## config.mk

```make
export PLATFORM = sky130hd
export DESIGN_NAME = timer_compare_pulse_pwm
export DESIGN_NICKNAME = d
export VERILOG_FILES = /design/src/rtl/timer_cmp_pkg.sv /design/src/rtl/timer_compare_pulse_pwm.sv
export VERILOG_INCLUDE_DIRS = /design/src /design/src/rtl
export SDC_FILE = /design/constraint.sdc
export NUM_CORES = 1
export LEC_CHECK = 0
export ABC_AREA = 1
export BUFFER_PORTS_ARGS = -buffer_cell sky130_fd_sc_hd__buf_2
export CORE_MARGIN = 3
export CORE_UTILIZATION = 41
export CTS_CLUSTER_DIAMETER = 60
export DETAILED_ROUTE_END_ITERATION = 6
export PLACE_DENSITY = 0.71
export SYNTH_ARGS = -nofsm -noshare
export SYNTH_HDL_FRONTEND = slang
export SYNTH_SLANG_ARGS = --single-unit
export TNS_END_PERCENT = 20
```

## constraint.sdc

```tcl
create_clock -name pclk -period 1.8 [get_ports pclk]
set_input_delay 0.18 -clock pclk [delete_from_list [all_inputs] [get_ports pclk]]
set_output_delay 0.18 -clock pclk [all_outputs]
set_load 0.02 [all_outputs]
```

## src/rtl/timer_cmp_consts.svh

```systemverilog
// Purpose: Offsets, field positions and reset values of the compare block
// Assumes: APB byte addresses, one register per aligned word
// Notes:   Definitions only
`ifndef TIMER_CMP_CONSTS_SVH
`define TIMER_CMP_CONSTS_SVH

`define OFS_CTRL_A      8'h00
`define OFS_CTRL_B      8'h04
`define OFS_FLAGS       8'h08
`define OFS_CMP1_HI     8'h0c
`define OFS_CMP1_LO     8'h10
`define OFS_CMP2_HI     8'h14
`define OFS_CMP2_LO     8'h18

`define CMP_RESET       16'h8000
`define CNT_RELOAD_VAL  16'hfffc
`define CAP1_TRIG_VAL   16'hfffd

`define CLKDIV_2        2'h2
`define CMP_LAG         16'h0001

// Control register A fields
`define A_CAP_IRQ_EN    7
`define A_CMP_IRQ_EN    6
`define A_FORCE2        4
`define A_FORCE1        3
`define A_LVL_DURING    2
`define A_TRIG_EDGE     1
`define A_LVL_AFTER     0

// Control register B fields
`define B_PIN_EN1       7
`define B_PIN_EN2       6
`define B_PULSE_SEL     5
`define B_PWM_SEL       4
`define B_DIV_HI        3
`define B_DIV_LO        2

// Flags register fields
`define F_CAP1          7
`define F_CMP1          6
`define F_CAP2          4
`define F_CMP2          3

`endif

```

## src/rtl/timer_cmp_pkg.sv

```systemverilog
// Purpose: Types of the compare block
// Assumes: Constants come from the header
// Notes:   State travels as one packed struct
package timer_cmp_pkg;

  typedef enum logic [2:0] {
    MODE_NORMAL = 3'b001,
    MODE_PULSE  = 3'b010,
    MODE_PWM    = 3'b100
  } mode_t;

  typedef struct packed {
    logic [7:0]  ctrl_a;
    logic [7:0]  ctrl_b;
    logic [15:0] cmp1;
    logic [15:0] cmp2;
    logic [15:0] act1;
    logic [15:0] act2;
    logic [1:0]  inhibit;
    logic [1:0]  flag;
    logic [1:0]  arm;
    logic [1:0]  pin;
    logic        trig_prev;
    logic        reload;
    logic        cap1_set;
    logic [31:0] prdata;
  } state_t;

endpackage

```

## src/rtl/timer_compare_pulse_pwm.sv

```systemverilog
// Purpose: Output compare, one-pulse and PWM section of a 16-bit timer
// Assumes: Counter, prescaler and capture logic sit outside; APB access
// Notes:   cnt_tick marks the cycle in which cnt_value holds a new count
//
// The APB register port and the register offsets were decided locally.
`timescale 1ns/1ps
`default_nettype none
`include "timer_cmp_consts.svh"

module timer_compare_pulse_pwm (
  input  wire logic        pclk,
  input  wire logic        presetn,
  input  wire logic        psel,
  input  wire logic        penable,
  input  wire logic        pwrite,
  input  wire logic [7:0]  paddr,
  input  wire logic [31:0] pwdata,
  output logic [31:0]      prdata,
  output logic             pready,
  output logic             pslverr,
  input  wire logic [15:0] cnt_value,
  input  wire logic        cnt_tick,
  output logic             cnt_reload,
  output logic [1:0]       clk_div_sel,
  input  wire logic        trig_in1,
  input  wire logic        cap1_flag,
  input  wire logic        cap2_flag,
  output logic             cap1_capture_en,
  output logic             cap1_set,
  output logic [15:0]      cap1_value,
  input  wire logic        irq_mask,
  output logic             timer_irq,
  output logic             wave_out1,
  output logic             wave_out1_en,
  output logic             wave_out2,
  output logic             wave_out2_en
);

  // ----------------------------------------------------------------
  // Bus decode
  // ----------------------------------------------------------------
  timer_cmp_pkg::state_t s_q;
  timer_cmp_pkg::state_t s_d;
  timer_cmp_pkg::mode_t  mode;

  logic        setup;
  logic        access;
  logic        mapped;
  logic        wr;
  logic        rd;
  logic [1:0]  lo_acc;
  logic [1:0]  hi_wr;
  logic [15:0] tgt1;
  logic [15:0] tgt2;
  logic        m1;
  logic        m2;
  logic        trig_edge;
  logic        div2;
  logic [7:0]  flags;

  assign setup  = psel & ~penable;
  assign access = psel & penable;
  assign mapped = (paddr == `OFS_CTRL_A) | (paddr == `OFS_CTRL_B) |
                  (paddr == `OFS_FLAGS) | (paddr == `OFS_CMP1_HI) |
                  (paddr == `OFS_CMP1_LO) | (paddr == `OFS_CMP2_HI) |
                  (paddr == `OFS_CMP2_LO);
  assign wr     = access & pwrite & mapped;
  assign rd     = access & ~pwrite & mapped;
  assign lo_acc = {access & mapped & (paddr == `OFS_CMP2_LO),
                   access & mapped & (paddr == `OFS_CMP1_LO)};
  assign hi_wr  = {wr & (paddr == `OFS_CMP2_HI), wr & (paddr == `OFS_CMP1_HI)};

  assign pready  = 1'b1;
  assign pslverr = access & ~mapped;
  assign prdata  = s_q.prdata;

  // ----------------------------------------------------------------
  // Mode and match detection
  // ----------------------------------------------------------------
  // PWM select wins
  // PWM takes priority
  always_comb begin
    if (s_q.ctrl_b[`B_PWM_SEL]) begin
      mode = timer_cmp_pkg::MODE_PWM;
    end else if (s_q.ctrl_b[`B_PULSE_SEL]) begin
      mode = timer_cmp_pkg::MODE_PULSE;
    end else begin
      mode = timer_cmp_pkg::MODE_NORMAL;
    end
  end

  assign div2 = (s_q.ctrl_b[`B_DIV_HI:`B_DIV_LO] == `CLKDIV_2);
  assign tgt1 = div2 ? s_q.act1 : s_q.act1 + `CMP_LAG;
  assign tgt2 = div2 ? s_q.act2 : s_q.act2 + `CMP_LAG;
  assign m1 = cnt_tick & (cnt_value == tgt1) & ~s_q.inhibit[0];
  assign m2 = cnt_tick & (cnt_value == tgt2) & ~s_q.inhibit[1];

  assign trig_edge = s_q.ctrl_a[`A_TRIG_EDGE] ? (trig_in1 & ~s_q.trig_prev)
                                              : (~trig_in1 & s_q.trig_prev);

  always_comb begin
    flags            = 8'h00;
    flags[`F_CAP1]   = cap1_flag;
    flags[`F_CMP1]   = s_q.flag[0];
    flags[`F_CAP2]   = cap2_flag;
    flags[`F_CMP2]   = s_q.flag[1];
  end

  // ----------------------------------------------------------------
  // Next state
  // ----------------------------------------------------------------
  always_comb begin
    s_d           = s_q;
    s_d.trig_prev = trig_in1;
    s_d.reload    = 1'b0;
    s_d.cap1_set  = 1'b0;

    // Register writes
    if (wr) begin
      case (paddr)
        `OFS_CTRL_A:  s_d.ctrl_a = pwdata[7:0];
        `OFS_CTRL_B:  s_d.ctrl_b = pwdata[7:0];
        `OFS_CMP1_HI: s_d.cmp1[15:8] = pwdata[7:0];
        `OFS_CMP1_LO: s_d.cmp1[7:0] = pwdata[7:0];
        `OFS_CMP2_HI: s_d.cmp2[15:8] = pwdata[7:0];
        `OFS_CMP2_LO: s_d.cmp2[7:0] = pwdata[7:0];
        default: ;
      endcase
    end

    // Read data captured in setup phase
    if (setup) begin
      case (paddr)
        `OFS_CTRL_A:  s_d.prdata = {24'h000000, s_q.ctrl_a};
        `OFS_CTRL_B:  s_d.prdata = {24'h000000, s_q.ctrl_b};
        `OFS_FLAGS:   s_d.prdata = {24'h000000, flags};
        `OFS_CMP1_HI: s_d.prdata = {24'h000000, s_q.cmp1[15:8]};
        `OFS_CMP1_LO: s_d.prdata = {24'h000000, s_q.cmp1[7:0]};
        `OFS_CMP2_HI: s_d.prdata = {24'h000000, s_q.cmp2[15:8]};
        `OFS_CMP2_LO: s_d.prdata = {24'h000000, s_q.cmp2[7:0]};
        default:      s_d.prdata = 32'h00000000;
      endcase
    end

    // high write inhibits, low write releases
    for (int i = 0; i < 2; i++) begin
      if (hi_wr[i]) begin
        s_d.inhibit[i] = 1'b1;
      end else if (lo_acc[i] & pwrite) begin
        s_d.inhibit[i] = 1'b0;
      end
      if (rd & (paddr == `OFS_FLAGS) & s_q.flag[i]) begin
        s_d.arm[i] = 1'b1;
      end else if (lo_acc[i]) begin
        s_d.arm[i] = 1'b0;
      end
      if (lo_acc[i] & s_q.arm[i]) begin
        s_d.flag[i] = 1'b0;
      end
    end

    // shadow copies follow at once outside PWM
    if (mode != timer_cmp_pkg::MODE_PWM) begin
      s_d.act1 = s_d.cmp1;
      s_d.act2 = s_d.cmp2;
    end

    case (mode)
      timer_cmp_pkg::MODE_NORMAL: begin
        // latch follows even if pin disabled
        if (m1) begin
          s_d.flag[0] = 1'b1;
          s_d.pin[0]  = s_q.ctrl_a[`A_LVL_AFTER];
        end
        if (m2) begin
          s_d.flag[1] = 1'b1;
          s_d.pin[1]  = s_q.ctrl_a[`A_LVL_DURING];
        end
        if (s_q.ctrl_a[`A_FORCE1]) begin
          s_d.pin[0] = s_q.ctrl_a[`A_LVL_AFTER];
        end
        if (s_q.ctrl_a[`A_FORCE2]) begin
          s_d.pin[1] = s_q.ctrl_a[`A_LVL_DURING];
        end
      end
      timer_cmp_pkg::MODE_PULSE: begin
        // pin two not driven by matches
        if (m2) begin
          s_d.flag[1] = 1'b1;
        end
        if (m1) begin
          s_d.pin[0] = s_q.ctrl_a[`A_LVL_AFTER];
        end
        if (trig_edge) begin
          s_d.pin[0]   = s_q.ctrl_a[`A_LVL_DURING];
          s_d.reload   = 1'b1;
          s_d.cap1_set = 1'b1;
        end
      end
      timer_cmp_pkg::MODE_PWM: begin
        if (m1) begin
          s_d.pin[0] = s_q.ctrl_a[`A_LVL_AFTER];
        end
        // new values applied at period end
        if (m2) begin
          s_d.pin[0]   = s_q.ctrl_a[`A_LVL_DURING];
          s_d.reload   = 1'b1;
          s_d.cap1_set = 1'b1;
          s_d.act1     = s_d.cmp1;
          s_d.act2     = s_d.cmp2;
        end
      end
      default: ;
    endcase
  end

  // ----------------------------------------------------------------
  // State register
  // ----------------------------------------------------------------
  // pin latches low in reset
  always_ff @(posedge pclk or negedge presetn) begin
    if (!presetn) begin
      s_q           <= '0;
      s_q.cmp1      <= `CMP_RESET;
      s_q.cmp2      <= `CMP_RESET;
      s_q.act1      <= `CMP_RESET;
      s_q.act2      <= `CMP_RESET;
    end else begin
      s_q <= s_d;
    end
  end

  // ----------------------------------------------------------------
  // Outputs
  // ----------------------------------------------------------------
  assign cnt_reload  = s_q.reload;
  assign cap1_set    = s_q.cap1_set;
  assign cap1_value  = `CAP1_TRIG_VAL;
  assign clk_div_sel = s_q.ctrl_b[`B_DIV_HI:`B_DIV_LO];
  // capture one only in normal mode
  assign cap1_capture_en = (mode == timer_cmp_pkg::MODE_NORMAL);

  assign wave_out1    = s_q.pin[0];
  assign wave_out1_en = s_q.ctrl_b[`B_PIN_EN1];
  assign wave_out2    = s_q.pin[1];
  assign wave_out2_en = s_q.ctrl_b[`B_PIN_EN2];

  assign timer_irq = ~irq_mask &
                     ((s_q.ctrl_a[`A_CMP_IRQ_EN] & (|s_q.flag)) |
                      (s_q.ctrl_a[`A_CAP_IRQ_EN] & (cap1_flag | cap2_flag)));

  // ----------------------------------------------------------------
  // Checks
  // ----------------------------------------------------------------
  match_sets_flag_a: assert property (
    @(posedge pclk) disable iff (!presetn)
    (m1 && mode == timer_cmp_pkg::MODE_NORMAL) |=> s_q.flag[0])
    else $error("compare match did not set flag one");

  match_drives_pin_a: assert property (
    @(posedge pclk) disable iff (!presetn)
    (m2 && mode == timer_cmp_pkg::MODE_NORMAL && !s_q.ctrl_a[`A_FORCE2])
    |=> wave_out2 == $past(s_q.ctrl_a[`A_LVL_DURING]))
    else $error("pin two did not take its level");

  irq_gating_a: assert property (
    @(posedge pclk) disable iff (!presetn)
    (irq_mask |-> !timer_irq) and
    ((s_q.flag[0] && s_q.ctrl_a[`A_CMP_IRQ_EN] && !irq_mask) |-> timer_irq))
    else $error("interrupt gating wrong");

  flag_clear_a: assert property (
    @(posedge pclk) disable iff (!presetn)
    (lo_acc[0] && s_q.arm[0] && !m1) |=> !s_q.flag[0])
    else $error("flag one not cleared by low byte access");

  hi_write_inhibit_a: assert property (
    @(posedge pclk) disable iff (!presetn)
    (hi_wr[0] || (s_q.inhibit[0] && !(lo_acc[0] && pwrite))) |=> (s_q.inhibit[0] && !m1))
    else $error("match during high byte inhibit");

  pulse_no_flag_a: assert property (
    @(posedge pclk) disable iff (!presetn)
    (mode != timer_cmp_pkg::MODE_NORMAL) |=> !$rose(s_q.flag[0]))
    else $error("flag one set outside normal mode");

  pulse_trigger_a: assert property (
    @(posedge pclk) disable iff (!presetn)
    (mode == timer_cmp_pkg::MODE_PULSE && trig_edge)
    |=> cnt_reload && cap1_set && wave_out1 == $past(s_q.ctrl_a[`A_LVL_DURING]))
    else $error("trigger did not start a pulse");

  pwm_period_a: assert property (
    @(posedge pclk) disable iff (!presetn)
    (mode == timer_cmp_pkg::MODE_PWM && m2) |=> cnt_reload ##1 !cnt_reload)
    else $error("period end did not reload counter once");

  pwm_no_flags_a: assert property (
    @(posedge pclk) disable iff (!presetn)
    (mode == timer_cmp_pkg::MODE_PWM) |=> !$rose(s_q.flag[1]))
    else $error("compare flag two set in PWM mode");

  force_ignored_a: assert property (
    @(posedge pclk) disable iff (!presetn)
    (mode != timer_cmp_pkg::MODE_NORMAL && !m1 && !m2 && !trig_edge) |=> $stable(wave_out1))
    else $error("pin one moved without an event outside normal mode");

  force_copy_a: assert property (
    @(posedge pclk) disable iff (!presetn)
    (mode == timer_cmp_pkg::MODE_NORMAL && s_q.ctrl_a[`A_FORCE1])
    |=> wave_out1 == $past(s_q.ctrl_a[`A_LVL_AFTER]))
    else $error("force did not copy level one");

  pulse_after_level_a: assert property (
    @(posedge pclk) disable iff (!presetn)
    (mode == timer_cmp_pkg::MODE_PULSE && m1 && !trig_edge)
    |=> wave_out1 == $past(s_q.ctrl_a[`A_LVL_AFTER]))
    else $error("pulse did not end with after level");

  pulse_pin_two_a: assert property (
    @(posedge pclk) disable iff (!presetn)
    (mode != timer_cmp_pkg::MODE_NORMAL) |=> $stable(wave_out2))
    else $error("pin two changed outside normal mode");

  pwm_cap_set_a: assert property (
    @(posedge pclk) disable iff (!presetn)
    (mode == timer_cmp_pkg::MODE_PWM && m2)
    |=> cap1_set && wave_out1 == $past(s_q.ctrl_a[`A_LVL_DURING]))
    else $error("period end did not set capture one");

endmodule

`default_nettype wire

```

Word level (Yosys, flattened, before mapping). Index checks and enable logic that the tools add are counted.

Word-level logic and storage cells: 126. Bits in latches: 0. Output and inout bits: 60. Flip-flop bits (word level): 123. Memory bits (writable): 0. ROM bits: 0. Memories: 0.

$mul: 0. Equal/unequal tests: 13. Reduce and logical (&&, ||, !) cells: 12. $lt $le $gt $ge: 0. Divide/modulo/power cells: 0. Shift-type cells: 0. $add $sub $neg: 2. Bitwise gates (word level): 44. Muxes and demuxes: 38.

Operators by type and width (number): 32-bit two-way mux (4); 8-bit case mux with 7 select lines (1); 16-bit by 1-bit adder with 16-bit output, second input constant (2); 16-bit == test (2); 16-bit two-way mux (2); 8-bit two-way mux (4); 1-bit bitwise AND (28); 8-bit by 5-bit == test with 1-bit output, second input constant (3); 1-bit two-way mux (21); 8-bit by 4-bit == test with 1-bit output, second input constant (2); 2-bit nonzero test (5); 8-bit by 3-bit == test with 1-bit output, second input constant (1); 8-bit zero test (1); 1-bit NOT (8); 1-bit OR (8); 2-bit two-way mux (3); 2-bit AND reduction (3); 2-bit case mux with 2 select lines (1); 2-bit OR reduction (2); 3-bit by 1-bit == test with 1-bit output, second input constant (1); 3-bit by 2-bit == test with 1-bit output, second input constant (1); 3-bit == test, second input constant (1); 3-bit two-way mux (1); 3-bit != test, second input constant (1); 3 further kinds (3).

Logic depth before layout (Yosys ltp). Gate-level depths: netlist (run 1).

Word-level depth: 13. Mapped depth: 19. Depth with buffers taken out: 17.

Worst setup path after synthesis (run 1). OpenSTA, ideal clock, no wires.

Path type: register to register. From: register s_q[43] in the netlist's numbering. To: register s_q[71] in the netlist's numbering. Arrival: 1772 ps. Cell stages (with the launch flop): 15. Buffers on the path: 1. Setup slack: -89 ps. Cell sequence: dfrtp_1 ha_1 nand2_1 nor2_4 nand2_2 nor2_2 xor2_1 nand2_1 nor2_2 nand3_2 nand2_2 inv_2 buf_2 nand2_1 nand2_1.

RTL lines: start, declared (RTL line timer_compare_pulse_pwm.sv:42) `timer_cmp_pkg::state_t s_q;`.

==> impl_metrics.env, run 1 <==
export IMPL_status="complete, but fails checks"
export IMPL_violations="negative setup slack"
export IMPL_die_height_um=127
export IMPL_avgSynthCellArea_um2=7.20
export IMPL_root_buffer="clkbuf_16"
export IMPL_reg2reg_depth=18
export IMPL_hold_path_class="input port to flip-flop"
export IMPL_use_met3_pct=3.64
export IMPL_stdcell_area_um2=7640
export IMPL_fin_cells=1170
export IMPL_path_clk_slew_ns=0.07
export IMPL_hold_viol=0
export IMPL_io_pins=126
export IMPL_max_slew_margin_pct=66.0
export IMPL_synth_top_cell_by_area="dfrtp_1"
export IMPL_setup_ws_ns=-0.365
export IMPL_synthDistinctLibCells=39
export IMPL_final_nets=1053
export IMPL_diodes=0
export IMPL_grt_antenna_before_repair=0
export IMPL_grtUsageMet1_pct=27.3
export IMPL_synth_cell_area_um2=6000
export IMPL_routedWlPerCell_um=14.8
export IMPL_crit_path_start_kind="flip-flop"
export IMPL_yosysMostFrequentCell="nand2_1"
export IMPL_tns_ns=-10.62
export IMPL_drt_iter0_drc=462
export IMPL_worstMarginPinSlew_ns=0.505
export IMPL_vias_per_cell=5.01
export IMPL_dpl_hpwl_um=13100
export IMPL_seq_area_frac_synth_pct=41.0
export IMPL_row_count=43
export IMPL_synth_async_reset_ratio_pct=100
export IMPL_cts_root_to_sink_buffers=2
export IMPL_crit_arrival_ns=2.44
export IMPL_rr_endpoint="s_q[70]"
export IMPL_synth_edff_count=0
export IMPL_syn2layout_area_growth_pct=27.4
export IMPL_io_buffers=60
export IMPL_totalWireLength_um=17300
export IMPL_dieArea_um2=16100
export IMPL_grtUsageTotal_pct=21.6
export IMPL_period_minus_slack_ns=2.17
export IMPL_drv_cap=0
export IMPL_fmax_mhz=462
export IMPL_skew_ns=0.00705
export IMPL_critPathLaunch="clk_div_sel[0]"
export IMPL_gp_congestion=0.897
export IMPL_ys_top_cells_by_count="nand2_1, inv_1, dfrtp_1"
export IMPL_clock_latency_ns=0.35
export IMPL_netlist_area_leader_share_pct=39.2
export IMPL_ys_dominant_reg_cell="dfrtp_1"
export IMPL_drt_pass1_iter_count=5
export IMPL_ant_nets=0
export IMPL_maxSlewViolCount=0
export IMPL_grt_pass1_wl_um=27800
export IMPL_p_leak_nw=4.15
export IMPL_drcViolationCount=0
export IMPL_grt_setup_unrepaired="true"
export IMPL_dpl_instance_area_um2=6890
export IMPL_num_vias=5856
export IMPL_grt_overflow=0
export IMPL_synth_warnings=0
export IMPL_grt_pass1_vias=5668
export IMPL_setup_violations=37
export IMPL_dp_cells=1131
export IMPL_fill_cells=1320
export IMPL_ir_drop_uv=470
export IMPL_worstSetupEndpoint="s_q[70]"
export IMPL_initial_core_util_pct=42.6
export IMPL_p_per_area_nw_per_um2=581
export IMPL_synth_area_top_cells="dfrtp_1, nand2_1, inv_1"
export IMPL_met2_usage_pct=37.6
export IMPL_die_w_um=127
export IMPL_cts_tree="done"
export IMPL_cts_buffers=9
export IMPL_place_worst_setup_slack_ns=-0.363
export IMPL_grt_max_degree=61
export IMPL_h_tree_depth=3
export IMPL_r2r_setup_slack_ns=-0.37
export IMPL_worstSetupPathType="flip-flop to flip-flop"
export IMPL_clkSinkCount=98
export IMPL_grt_busiest_layer="met2"
export IMPL_final_util_pct=54.2
export IMPL_path_max_fanout=8
export IMPL_ys_ff_latch=98
export IMPL_synthCells=833
export IMPL_required_ns=2.08
export IMPL_core_area_um2=14100
export IMPL_critPathCaptureType="flip-flop"
export IMPL_period_share_pct=120
export IMPL_rr_startpoint="clk_div_sel[0]"
export IMPL_drive_gt1_share_pct=25.4
## final cells by class
type                       instances  area [um2]  share of cell area (%)
timing repair buffer             168        1290                    16.9
inverter                         108         418                    5.47
tap                              180         225                    2.95
clock inverter                     7        60.1                   0.786
sequential                        98        2460                    32.2
clock buffer                       9         225                    2.95
multi-input combinational        600        2960                    38.8
## placed cells by master, fill, tap and decap left out, drive strengths merged
cell type,netlist,layout
mux2,1,1
nor2,67,67
o211ai,1,1
or2,1,1
nand3,44,44
nand3b,6,6
buf,64,165
xnor2,13,13
a221oi,7,7
o2111ai,3,3
ha,2,2
inv,107,110
a21oi,13,13
xor2,12,12
clkinvlp,0,2
nand4,16,16
o22ai,1,1
dlygate4sd3,0,2
conb,2,41
dfrtp,94,94
o21bai,1,1
dfstp,4,4
nor3,2,2
o21a,1,1
o311ai,1,1
clkinv,1,3
o31ai,1,1
clkbuf,2,10
o21ai,80,80
nand2,286,286
## critical path, stage by stage (launching register included)
cell and delay [ns]:
dfrtp_1 0.39, inv_2 0.08, nand2_4 0.10, buf_6 0.15, nand2_4 0.07, nor2_4 0.04
buf_4 0.12, nand3b_1 0.07, nand2_1 0.06, nor2_1 0.09, nand3_1 0.07, nor2_1 0.11
nand3_2 0.13, nand2_4 0.13, buf_12 0.12, buf_12 0.11, buf_8 0.11, nand2_2 0.05
o21ai_1 0.09
## flip-flops by register name, summed over array words and instances, names as in the netlist
register,flops
wave_out1,1
prdata,8
clk_div_sel,2
wave_out2,1
s_q,81
wave_out2_en,1
wave_out1_en,1
cap1_set,1
flags,2
## stage by stage
step                      hold slack (ns)  power, mW
after floorplan                    -0.116       2.51
after global placement             0.0782       2.60
after detailed placement           0.0842       2.61
after CTS                           0.120       4.46
after global routing                0.157       4.59
final                               0.132       4.44
## routing by layer
metal | up-vias | wire [um]
li1 | 2837 | -
met1 | 2732 | 7130
met2 | 241 | 8590
met3 | 46 | 1150
met4 | 0 | 451
met5 | - | 0
## kinds of logic after synthesis
kind of cell	Yosys count	share of synthesized area, %
flops	98	41.0
compound gates	109	10.0
xor+xnor	25	3.65
fa+ha+maj	2	0.417
other cells	2	0.125
mux	1	0.188
buf+inv	174	14.8
simple gates	422	29.8
## timing repair
action	4_1_cts	5_1_grt
setup buffers	14	5
hold buffers	2	0
gates cloned	2	1
pin swaps	13	23
endpoints found under the hold margin	20	0
resized for setup	31	45
endpoints found under the setup margin	37	37
## report_power, final
part           internal (mW)  switching (mW)  total [mW]
clock network          0.962           0.909        1.87
logic                  0.107           0.257       0.364
registers               2.21         0.00269        2.21
total                   3.27            1.17        4.44
## worst min path at each step
stage | from | to | depth (start not counted)
global route | pwdata[7] | s_q[98] | 3
floorplan | presetn | cap1_set | 0
finish | pwdata[7] | s_q[98] | 3
detailed placement | presetn | prdata[7] | 1
global placement | presetn | prdata[7] | 1
CTS | pwdata[5] | s_q[96] | 3
Power figures use the tool's default switching activity.
==> run 2: changes to the inputs <==
--- a/config.mk
+++ b/config.mk
@@ -10,9 +10,10 @@
 export BUFFER_PORTS_ARGS = -buffer_cell sky130_fd_sc_hd__buf_2
 export CORE_MARGIN = 3
 export CORE_UTILIZATION = 41
+export CTS_BUF_LIST = sky130_fd_sc_hd__clkbuf_4
 export CTS_CLUSTER_DIAMETER = 60
 export DETAILED_ROUTE_END_ITERATION = 6
-export PLACE_DENSITY = 0.71
+export PLACE_DENSITY = 0.69
 export SYNTH_ARGS = -nofsm -noshare
 export SYNTH_HDL_FRONTEND = slang
 export SYNTH_SLANG_ARGS = --single-unit
==> constraint.sdc (replaced) <==
create_clock -name pclk -period 2.3 [get_ports pclk]
set_input_delay 0.23 -clock pclk [delete_from_list [all_inputs] [get_ports pclk]]
set_output_delay 0.23 -clock pclk [all_outputs]
set_load 0.02 [all_outputs]
==> run 2 against run 1 <==
The run now ends clean. Largest cell class unchanged. Utilization down 5.6 points. Register-to-register slack better by 0.49 ns. Cell count shrank 5.6%. Global-route usage decreased by 1.7 points. Setup slack improved by 0.49 ns. Clock-buffer cell count grew 1. Clock power decreased by 50%. Via count down 7.2%. Maximum frequency down 0.58%. Worst hold slack got worse by 0.082 ns. Sequential power down 22%. Combinational power is 23% lower.
==> impl_metrics.env, run 2 (same netlist as run 1, synthesis figures left out) <==
export IMPL_status="finished, final reports clean"
export IMPL_h_tree_depth=3
export IMPL_num_vias=5435
export IMPL_die_height_um=127
export IMPL_grt_pass1_wl_um=25300
export IMPL_p_leak_nw=3.73
export IMPL_worstSetupPathType="flip-flop to flip-flop"
export IMPL_max_slew_margin_pct=59.1
export IMPL_ir_drop_uv=225
export IMPL_cts_buffers=9
export IMPL_dpl_hpwl_um=12500
export IMPL_gp_congestion=0.874
export IMPL_ant_nets=0
export IMPL_critPathMaxStageDelay_ns=0.43
export IMPL_maxSlewViolCount=0
export IMPL_path_depth=15
export IMPL_grt_pass1_vias=4842
export IMPL_path_clk_slew_ns=0.16
export IMPL_drt_iter0_drc=508
export IMPL_period_minus_slack_ns=2.18
export IMPL_min_path_cells=3
export IMPL_grt_overflow=0
export IMPL_cpMaxStageDelayCell="dfrtp_1"
export IMPL_routedWlPerCell_um=14.8
export IMPL_setup_violations=0
export IMPL_io_buffers=60
export IMPL_drive_gt1_share_pct=17.0
export IMPL_final_common_cell="nand2_1"
export IMPL_drt_pass1_iter_count=5
export IMPL_final_cell_mix="nand2_1, inv_1, dfrtp_1"
export IMPL_clock_latency_ns=0.47
export IMPL_initial_core_util_pct=42.6
export IMPL_drcViolationCount=0
export IMPL_top_register="s_q"
export IMPL_grt_antenna_before_repair=0
export IMPL_dieArea_um2=16100
export IMPL_drv_cap=0
export IMPL_path_max_fanout=9
export IMPL_hold_viol=0
export IMPL_period_share_pct=94.7
export IMPL_die_w_um=127
export IMPL_cts_tree="done"
export IMPL_core_area_um2=14100
export IMPL_clkSinkCount=98
export IMPL_required_ns=2.72
export IMPL_final_nets=986
export IMPL_reg2reg_depth=15
export IMPL_fmax_mhz=459
export IMPL_row_count=43
export IMPL_cts_root_to_sink_buffers=2
export IMPL_hold_path_class="input port to flip-flop"
export IMPL_cp_common_cell="nand2_1"
export IMPL_skew_ns=0.0292
export IMPL_path_cells="inv_2 > nand2_4 > buf_8 > nand3_1 > nor2_2 > nand3_1 > nand2_1 > nand4_1 > nor2_1 > nand3_1 > nand2_1 > nand2_1 > nand2_1 > nand2_1 > nand3_1"
export IMPL_totalWireLength_um=16300
export IMPL_largest_reg_flops=81
export IMPL_critPathCaptureType="flip-flop"
export IMPL_io_pins=126
export IMPL_vias_per_cell=4.92
export IMPL_grt_max_degree=46
export IMPL_worst_path_buf_inv=2
export IMPL_p_total_mw=2.94
export IMPL_p_per_area_nw_per_um2=429
export IMPL_crit_arrival_ns=2.59
export IMPL_crit_path_start_kind="flip-flop"
export IMPL_root_buffer="clkbuf_4"
export IMPL_syn2layout_area_growth_pct=14.2
export IMPL_worstMarginPinSlew_ns=0.614
export IMPL_stdcell_area_um2=6850
export IMPL_crit_family="simple AND/OR/NAND/NOR gates"
export IMPL_grtUsageTotal_pct=19.9
export IMPL_dpl_instance_area_um2=6430
export IMPL_grt_setup_unrepaired="true"
## run 2: cell count changes in the layout (fill, tap and decap cells not counted), moves of 4 or more
cell,delta
buf_12,-4
buf_4,-59
buf_6,-4
clkbuf_16,-7
clkbuf_4,+10
nand2_1,+18
nand2_2,-14
nand2_4,-5
o21ai_0,+10
o21ai_1,-5
o21ai_2,-5
## run 2: power by group
part	leakage (nW)	switching, mW	internal [mW]
registers	1.18	0.00217	1.73
clock network	0.0756	0.594	0.338
logic	2.47	0.201	0.0777
## run 2: final timing paths
path                                start         to  slack [ns]
setup / recovery           clk_div_sel[0]  wave_out1        0.12
max in group asynchronous         presetn   s_q[106]        1.33
min in group asynchronous         presetn    s_q[44]        0.28
hold reg to reg                   s_q[58]    s_q[58]        0.50
setup reg to reg           clk_div_sel[0]  wave_out1        0.12
hold / removal                  pwdata[3]    s_q[78]        0.05
## run 2: cell type report
cell class | instances | area, um2
inverter | 108 | 408
timing repair buffer | 101 | 721
clock buffer | 10 | 75.1
sequential | 98 | 2460
tap | 180 | 225
antenna | 1 | 2.50
fill | 1418 | 7240
multi-input combinational | 600 | 2910
clock inverter | 6 | 56.3
## run 2: what timing repair did
item	CTS	global route
resized for setup	4	31
gates cloned	0	3
endpoints found under the setup margin	6	36
pin swaps	0	11
hold buffers	2	0
endpoints found under the hold margin	40	0
setup buffers	0	9
## run 2: metrics by stage
stage               setup TNS [ns]  worst slack [ns]  util, %  std cells  hold WS [ns]
floorplan                        0             0.411        -        872       -0.0656
global placement                 0            0.0662     45.6       1073         0.277
detailed placement               0            0.0134     45.6       1073         0.285
CTS                              0            0.0193     46.8       1091        0.0429
global route               -0.0172          -0.00883     48.6       1103        0.0476
finish                           0             0.122     48.6       1104        0.0498
## run 2: layer usage
layer | track usage (%) | wire length [um]
met1 | 27.8 | 7260
met3 | 1.88 | 829
met2 | 32.6 | 7900
met4 | 6.94 | 346
met5 | 0 | 0
## run 2: tightest hold or removal path, stage by stage
cell and delay [ns]:
buf_2 0.12, nor2_1 0.10, a21oi_1 0.06
